$ cat src/capture_map.vh
// Purpose: constants for the two-channel capture control block
// Assumes: apb byte addresses, 32-bit data
// Notes:   register offsets other than the control register are local choices
`ifndef CAPTURE_MAP_VH
`define CAPTURE_MAP_VH

`define CAP_CTRL_OFS        12'h050
`define CAP_RISE0_OFS       12'h058
`define CAP_FALL0_OFS       12'h05c
`define CAP_RISE1_OFS       12'h060
`define CAP_FALL1_OFS       12'h064
`define CAP_IRQ_STAT_OFS    12'h068
`define CAP_IRQ_MASK_OFS    12'h06c
`define CAP_MODE_OFS        12'h070

`define CAP_CTRL_RESET      32'h0000_0000
`define CAP_CTRL_WMASK      32'h000f_000f

// per-channel field positions, channel 1 adds 16
`define CAP_INV_BIT         0
`define CAP_RISE_IE_BIT     1
`define CAP_FALL_IE_BIT     2
`define CAP_EN_BIT          3
`define CAP_IRQ_FLAG_BIT    4
`define CAP_RISE_FLAG_BIT   6
`define CAP_FALL_FLAG_BIT   7
`define CAP_CH_STRIDE       16

// mode register fields
`define CAP_MODE_LOWDENS_BIT 0
`define CAP_MODE_CLRSEL_BIT  1

`endif
$ cat src/capture_ctrl.v
// Purpose: capture control for input channels 0 and 1 of one pwm group
// Assumes: apb slave, one clock, counter supplied by the pwm timer
// Notes:   density variant and clear select held in a mode register
//
// The register addresses and register access over APB were chosen for this implementation.
`timescale 1ns/100ps
`include "capture_map.vh"

// Notes on behaviour
// RL1 - enabled channel latches counter on rising and falling edges into latches
// RL2 - disabled channel keeps latches and raises no capture interrupt
// RL3 - channel 1 falling interrupt enable gates falling-edge interrupts
// RL4 - channel 1 rising interrupt enable gates rising-edge interrupts
// RL5 - channel 1 invert bit inverts pin before edge detection
// RL6 - channel 0 falling latch sets its falling-latched indicator
// RL7 - channel 0 rising latch sets its rising-latched indicator
// RL8 - medium density: writing 0 clears a latched indicator
// RL9 - low density: write 0 or 1 clears, chosen by clear select
// RL10 - channel 0 flag set by rising or falling edge per enables
// RL11 - writing 1 clears a capture interrupt flag, 0 leaves it
// RL12 - channel 1 enable gives channel 1 the same capture behaviour
// RL13 - inputs synchronised; reserved bits read zero, writes ignored
module capture_ctrl #(
    parameter CNT_W = 16
) (
    // clock and reset
    input  wire             clock_in,
    input  wire             sys_rst_in,
    // apb slave
    input  wire             psel_in,
    input  wire             penable_in,
    input  wire             pwrite_in,
    input  wire [11:0]      paddr_in,
    input  wire [31:0]      pwdata_in,
    output reg  [31:0]      prdata_out,
    output reg              pready_out,
    output reg              pslverr_out,
    // capture pins and counter
    input  wire [1:0]       cap_pin_in,
    input  wire [CNT_W-1:0] pwm_count_in,
    // interrupt
    output reg              irq_out
);
    reg  [31:0]      ctrl_reg;
    reg  [31:0]      ctrl_next;
    reg  [CNT_W-1:0] rise_latch_reg [0:1];
    reg  [CNT_W-1:0] fall_latch_reg [0:1];
    reg  [3:0]       irq_stat_reg;
    reg  [3:0]       irq_stat_next;
    reg  [3:0]       irq_mask_reg;
    reg  [1:0]       mode_reg;
    reg  [31:0]      rdata_next;
    reg              err_next;
    wire [1:0]       rise_evt;
    wire [1:0]       fall_evt;
    wire             wr_en;
    wire             rd_en;
    wire             low_density;
    wire             clr_sel;
    integer          ch;
    integer          base;

    function known_addr;
        input [11:0] a;
        begin
            known_addr = (a == `CAP_CTRL_OFS) || (a == `CAP_RISE0_OFS) ||
                         (a == `CAP_FALL0_OFS) || (a == `CAP_RISE1_OFS) ||
                         (a == `CAP_FALL1_OFS) || (a == `CAP_IRQ_STAT_OFS) ||
                         (a == `CAP_IRQ_MASK_OFS) || (a == `CAP_MODE_OFS);
        end
    endfunction

    // clear test for a latched indicator given the written bit
    function flag_clears;
        input wbit;
        input low_dens;
        input sel;
        begin
            if (low_dens)
                flag_clears = sel ? wbit : ~wbit; // [RL9]
            else
                flag_clears = ~wbit; // [RL8]
        end
    endfunction

    assign wr_en       = psel_in & penable_in & pwrite_in & pready_out;
    assign rd_en       = psel_in & penable_in & ~pwrite_in & pready_out;
    assign low_density = mode_reg[`CAP_MODE_LOWDENS_BIT];
    assign clr_sel     = mode_reg[`CAP_MODE_CLRSEL_BIT];

    genvar g;
    generate
        for (g = 0; g < 2; g = g + 1) begin : chan
            capture_edge_detect edge_u (
                .clock_in   (clock_in),
                .sys_rst_in (sys_rst_in),
                .pin_in     (cap_pin_in[g]),
                .invert_in  (ctrl_reg[g*`CAP_CH_STRIDE + `CAP_INV_BIT]), // [RL5]
                .rise_out   (rise_evt[g]),
                .fall_out   (fall_evt[g])
            );

            always @(posedge clock_in) begin
                if (sys_rst_in) begin
                    rise_latch_reg[g] <= {CNT_W{1'b0}};
                    fall_latch_reg[g] <= {CNT_W{1'b0}};
                end else if (ctrl_reg[g*`CAP_CH_STRIDE + `CAP_EN_BIT]) begin // [RL2] [RL12]
                    if (rise_evt[g])
                        rise_latch_reg[g] <= pwm_count_in; // [RL1]
                    if (fall_evt[g])
                        fall_latch_reg[g] <= pwm_count_in; // [RL1]
                end
            end
        end
    endgenerate

    // control register: software write, then hardware set wins
    always @* begin
        ctrl_next     = ctrl_reg;
        irq_stat_next = irq_stat_reg;
        if (wr_en && paddr_in == `CAP_CTRL_OFS) begin
            ctrl_next = (ctrl_reg & ~`CAP_CTRL_WMASK) |
                        (pwdata_in & `CAP_CTRL_WMASK); // [RL13]
        end
        for (ch = 0; ch < 2; ch = ch + 1) begin
            base = ch * `CAP_CH_STRIDE;
            if (wr_en && paddr_in == `CAP_CTRL_OFS) begin
                if (pwdata_in[base + `CAP_IRQ_FLAG_BIT])
                    ctrl_next[base + `CAP_IRQ_FLAG_BIT] = 1'b0; // [RL11]
                if (flag_clears(pwdata_in[base + `CAP_RISE_FLAG_BIT],
                                low_density, clr_sel))
                    ctrl_next[base + `CAP_RISE_FLAG_BIT] = 1'b0;
                if (flag_clears(pwdata_in[base + `CAP_FALL_FLAG_BIT],
                                low_density, clr_sel))
                    ctrl_next[base + `CAP_FALL_FLAG_BIT] = 1'b0;
            end
            if (ctrl_reg[base + `CAP_EN_BIT]) begin // [RL2] [RL12]
                if (rise_evt[ch]) begin
                    ctrl_next[base + `CAP_RISE_FLAG_BIT] = 1'b1; // [RL7]
                    irq_stat_next[ch*2] = 1'b1;
                    if (ctrl_reg[base + `CAP_RISE_IE_BIT])
                        ctrl_next[base + `CAP_IRQ_FLAG_BIT] = 1'b1; // [RL4] [RL10]
                end
                if (fall_evt[ch]) begin
                    ctrl_next[base + `CAP_FALL_FLAG_BIT] = 1'b1; // [RL6]
                    irq_stat_next[ch*2+1] = 1'b1;
                    if (ctrl_reg[base + `CAP_FALL_IE_BIT])
                        ctrl_next[base + `CAP_IRQ_FLAG_BIT] = 1'b1; // [RL3] [RL10]
                end
            end
        end
        if (rd_en && paddr_in == `CAP_IRQ_STAT_OFS) begin
            irq_stat_next = 4'h0;
            for (ch = 0; ch < 2; ch = ch + 1) begin
                if (ctrl_reg[ch*`CAP_CH_STRIDE + `CAP_EN_BIT]) begin
                    if (rise_evt[ch])
                        irq_stat_next[ch*2] = 1'b1;
                    if (fall_evt[ch])
                        irq_stat_next[ch*2+1] = 1'b1;
                end
            end
        end
    end

    // read mux
    always @* begin
        rdata_next = 32'h0000_0000;
        err_next   = 1'b0;
        case (paddr_in)
            `CAP_CTRL_OFS:     rdata_next = ctrl_reg;
            `CAP_RISE0_OFS:    rdata_next[CNT_W-1:0] = rise_latch_reg[0];
            `CAP_FALL0_OFS:    rdata_next[CNT_W-1:0] = fall_latch_reg[0];
            `CAP_RISE1_OFS:    rdata_next[CNT_W-1:0] = rise_latch_reg[1];
            `CAP_FALL1_OFS:    rdata_next[CNT_W-1:0] = fall_latch_reg[1];
            `CAP_IRQ_STAT_OFS: rdata_next[3:0] = irq_stat_reg;
            `CAP_IRQ_MASK_OFS: rdata_next[3:0] = irq_mask_reg;
            `CAP_MODE_OFS:     rdata_next[1:0] = mode_reg;
            default:           err_next = 1'b1;
        endcase
    end

    always @(posedge clock_in) begin
        if (sys_rst_in) begin
            ctrl_reg     <= `CAP_CTRL_RESET;
            irq_stat_reg <= 4'h0;
            irq_mask_reg <= 4'h0;
            mode_reg     <= 2'h0;
            prdata_out   <= 32'h0000_0000;
            pready_out   <= 1'b0;
            pslverr_out  <= 1'b0;
            irq_out      <= 1'b0;
        end else begin
            ctrl_reg     <= ctrl_next;
            irq_stat_reg <= irq_stat_next;
            irq_out      <= |(irq_stat_next & irq_mask_reg);
            if (wr_en && paddr_in == `CAP_IRQ_MASK_OFS)
                irq_mask_reg <= pwdata_in[3:0];
            if (wr_en && paddr_in == `CAP_MODE_OFS)
                mode_reg <= pwdata_in[1:0];
            // one wait state: ready in the cycle after penable rises
            pready_out <= psel_in & penable_in & ~pready_out;
            if (psel_in & penable_in & ~pready_out) begin
                prdata_out  <= pwrite_in ? 32'h0000_0000 : rdata_next;
                pslverr_out <= err_next | ~known_addr(paddr_in);
            end else begin
                pslverr_out <= 1'b0;
            end
        end
    end
endmodule

$ cat src/capture_edge_detect.v
// Purpose: synchronise one capture pin and report its edges
// Assumes: pin is asynchronous to clock_in
// Notes:   three flops; a change counts when the last two agree
`timescale 1ns/100ps
module capture_edge_detect (
    // clock and reset
    input  wire clock_in,
    input  wire sys_rst_in,
    // pin and control
    input  wire pin_in,
    input  wire invert_in,
    // edge pulses
    output reg  rise_out,
    output reg  fall_out
);
    reg sync1_reg;
    reg sync2_reg;
    reg sync3_reg;
    reg level_reg;
    wire agreed_level;
    wire seen_level;

    assign agreed_level = sync2_reg;
    // inversion before edge detection [RL5]
    assign seen_level   = agreed_level ^ invert_in;

    always @(posedge clock_in) begin
        if (sys_rst_in) begin
            sync1_reg <= 1'b0;
            sync2_reg <= 1'b0;
            sync3_reg <= 1'b0;
            level_reg <= 1'b0;
            rise_out  <= 1'b0;
            fall_out  <= 1'b0;
        end else begin
            sync1_reg <= pin_in; // [RL13]
            sync2_reg <= sync1_reg;
            sync3_reg <= sync2_reg;
            rise_out  <= 1'b0;
            fall_out  <= 1'b0;
            if (sync2_reg == sync3_reg) begin
                level_reg <= seen_level;
                rise_out  <= seen_level & ~level_reg;
                fall_out  <= ~seen_level & level_reg;
            end
        end
    end
endmodule

$ cat config.mk
export PLATFORM = sky130hd
export DESIGN_NAME = capture_ctrl
export DESIGN_NICKNAME = d
export VERILOG_FILES = /design/src/capture_ctrl.v /design/src/capture_edge_detect.v
export VERILOG_INCLUDE_DIRS = /design/src
export SDC_FILE = /design/constraint.sdc
export NUM_CORES = 1
export LEC_CHECK = 0
export BUFFER_PORTS_ARGS = -buffer_cell sky130_fd_sc_hd__buf_2
export CAP_MARGIN = 20
export CELL_PAD_IN_SITES_DETAIL_PLACEMENT = 1
export CELL_PAD_IN_SITES_GLOBAL_PLACEMENT = 2
export CORE_MARGIN = 3
export CORE_UTILIZATION = 32
export CTS_CLUSTER_SIZE = 24
export DETAILED_ROUTE_END_ITERATION = 10
export HOLD_SLACK_MARGIN = 0.06
export PLACE_DENSITY = 0.87
export SLEW_MARGIN = 20
export SYNTH_ARGS = -nofsm -noshare
export SYNTH_HDL_FRONTEND = slang
export SYNTH_SLANG_ARGS = --single-unit
$ cat constraint.sdc
create_clock -name clock_in -period 1.8 [get_ports clock_in]
set_input_delay 0.18 -clock clock_in [delete_from_list [all_inputs] [get_ports clock_in]]
set_output_delay 0.18 -clock clock_in [all_outputs]
set_load 0.05 [all_outputs]
==> flow_summary.toml <==
[yosys]
postSynth.asyncResetShare_pct = 0
synth_largest_area_cell = "edfxtp_1"
synthFlopType = "edfxtp_1"
avgSynthCellArea_sq_um = 10.4
netlist_top_cells_area = "edfxtp_1 32%, dfxtp_1 21%, and2_1 7.0%, nor4_1 3.2%, nand3b_1 2.6%"
syn_nets = 641
yosysTopAreaCellShare_pct = 32.2
syn_inst = 574
synth_edf_count = 64
syn-cell-area_sq_um = 5970
synth.distinct_cells = 54
ys_seq_elements = 127
synth-seq-area-share_pct = 53.3
yosysWarnings = 0

[layout]
drive_gt1_share_pct = 25.5
layout_common_cells = "83 x buf_2, 67 x and2_1, 64 x edfxtp_1"
diodes = 0
layout_commonest_cell = "buf_2"
nNetsFinal = 744
area_delta_synth_final_pct = 26.3
fill_cells = 2039
stdcell_area_sq_um = 7540
fin_cells = 918

[place]
gp_congestion = 0.824
pre_cts_ws_ps = -126
numPortBuffers = 83
hpwl_um = 12700
place_inst = 875
placed_cell_area_sq_um = 6830

[grt]
met3_usage_pct = 3.42
antenna_found_initial = 1
grt_overflow = 0
grt_busiest_layer = "met2"
first_global_vias = 5298
grt_pass1_wl_um = 29000
grtUsageTotal_pct = 18.4
met1_usage_pct = 23.0
use_met2_pct = 31.6
grt_max_degree = 45

[clocking]
clock_path_buffers = 2
clockRootBuffer = "clkbuf_16"
insertion_delay_ps = 410
htreeDepth = 4
cts_inserted_buffers = 17
path_clk_slew_ps = 60
cts_sinks = 127
postCtsSetupBuffers = 0
cts_tree = "built"

[power]
irDropWorstVdd_v = 0.000586
power_density_nw_per_um2 = 924
power_leakage_uw = 0.00283

[drt]
drtIter0Drc = 317
wl_um = 18700
avgViaCountPerCell = 5.50
ant_nets = 0
wire_per_inst_um = 20.4
dr.pass1.iters = 8
vias = 5050
drc = 0

[floorplanning]
die_x_um = 143
die_h_um = 143
core_area_sq_um = 18100
initial_utilization_pct = 32.9
die-area_sq_um = 20300
io_pins = 102
core.rowCount = 49

[job]
drv_cap = 0

[timing]
fin_tns_setup_ps = 0
finalHoldViolCount = 0
grt_setup_unrepaired = "no"
setup_ws_ps = 29.7
setup_violations = 0
min_period_ps = 1770
finalMaxSlewViolations = 0
skew_ps = 10.2
period_share_pct = 98.4
worst_pin_slew_ps = 644
max_freq_mhz = 565
relSlewSlack_pct = 56.5

[worst_setup_path]
crit_buf_inv = 0
cp.arrival_ps = 2050
cp-start-kind = "register"
path_class = "register to register"
path_max_fanout = 1
worstPathCellList = "mux4_2 -> a32o_1 -> a222oi_1 -> o21ai_1"
crit_required_ps = 2080
cp_slowest_stage_delay_ps = 490
cp_top_family = "compound AO/OA/AOI/OAI gates"
cpMaxStageDelayCell = "mux4_2"
crit_path_end_kind = "register"

[min_path]
min_path_type = "input port to register"

[run_status]
status = "completed"
==> cell type report <==
type / instances / area [sq um] / share of cell area, %
repair buffers: 139 / 941 / 12.5
inverters: 7 / 26.3 / 0.348
well taps: 229 / 287 / 3.80
clock inverters: 10 / 97.6 / 1.29
multi-input cells: 385 / 2500 / 33.2
flip-flops and latches: 127 / 3180 / 42.2
clock buffers: 21 / 504 / 6.68
==> path summary, 6_finish.rpt <==
kind | startpoint | end | slack, ps | cells past startpoint
worst max register to register | rise_latch_reg[1][2]$_SDFFCE_PN0P_ | prdata_out[2]$_SDFFE_PP0P_ | 30 | 4
worst max-delay path | rise_latch_reg[1][2]$_SDFFCE_PN0P_ | prdata_out[2]$_SDFFE_PP0P_ | 30 | 4
worst min register to register | chan[1].edge_u.sync1_reg$_SDFF_PP0_ | chan[1].edge_u.agreed_level$_SDFF_PP0_ | 440 | 1
worst min-delay path | pwm_count_in[3] | rise_latch_reg[1][3]$_SDFFCE_PN0P_ | 80 | 2
==> per-stage QoR <==
| step | total power [uW] | hold WS (ps) | utilization, % |
|---|---|---|---|
| after floorplan | 3360 | 290 | - |
| after global placement | 3520 | 374 | 37.6 |
| after detailed placement | 3540 | 402 | 37.6 |
| after CTS | 7020 | 69.0 | 41.6 |
| after global routing | 7170 | 85.0 | 41.6 |
| final | 6970 | 84.3 | 41.6 |
==> synthesized netlist by cell type, types with 4 or more instances <==
master,instances
mux2i_1,13
a21oi_1,21
and2_1,67
o21ai_0,23
nor3_1,11
nand4_1,5
a22o_1,4
nor2_1,34
a32oi_1,4
mux2_2,6
dfxtp_1,63
nand2b_1,4
nor4_1,31
a311oi_1,6
xor2_1,4
inv_1,7
a22oi_1,13
a2111oi_0,10
nor2b_1,10
and2_0,7
nand3_1,18
o211ai_1,4
edfxtp_1,64
buf_4,8
clkbuf_1,34
nand3b_1,21
buf_1,4
nand2_1,30
buf_2,6
==> cells by family after synthesis <==
kind of cell           Yosys count  synth area share, %
AO/OA/AOI/OAI                  101                 11.6
multiplexers                    21                 4.13
AND/OR/NAND/NOR                259                 25.5
flip-flops                     127                 53.3
XOR/XNOR                         4                0.586
buffers and inverters           62                 4.90
==> worst reg2reg max path, delay by kind of cell, from the launching register on <==
kind               cells  cell delay (ps)
AOI/OAI and AO/OA      3              760
DFF                    1              390
muxes                  1              490
==> routing by layer <==
layer	part of all wire [%]	wire (um)
met5	0.069	13
met4	2.1	394
met3	5.0	946
met2	50	9350
met1	43	8030
==> repair_timing <==
action,in CTS,in global routing
resized for setup,0,2
endpoints found under the setup margin,0,1
endpoints found under the hold margin,15,0
hold buffers,12,0
==> power by group <==
group / internal, uW / leakage [uW] / switching, uW
clock: 2150 / 0.000296 / 1310
combinational: 156 / 0.00137 / 245
sequential: 3090 / 0.00117 / 22.1
total: 5390 / 0.00283 / 1580
Note: power is estimated with default switching activity, not from simulation.
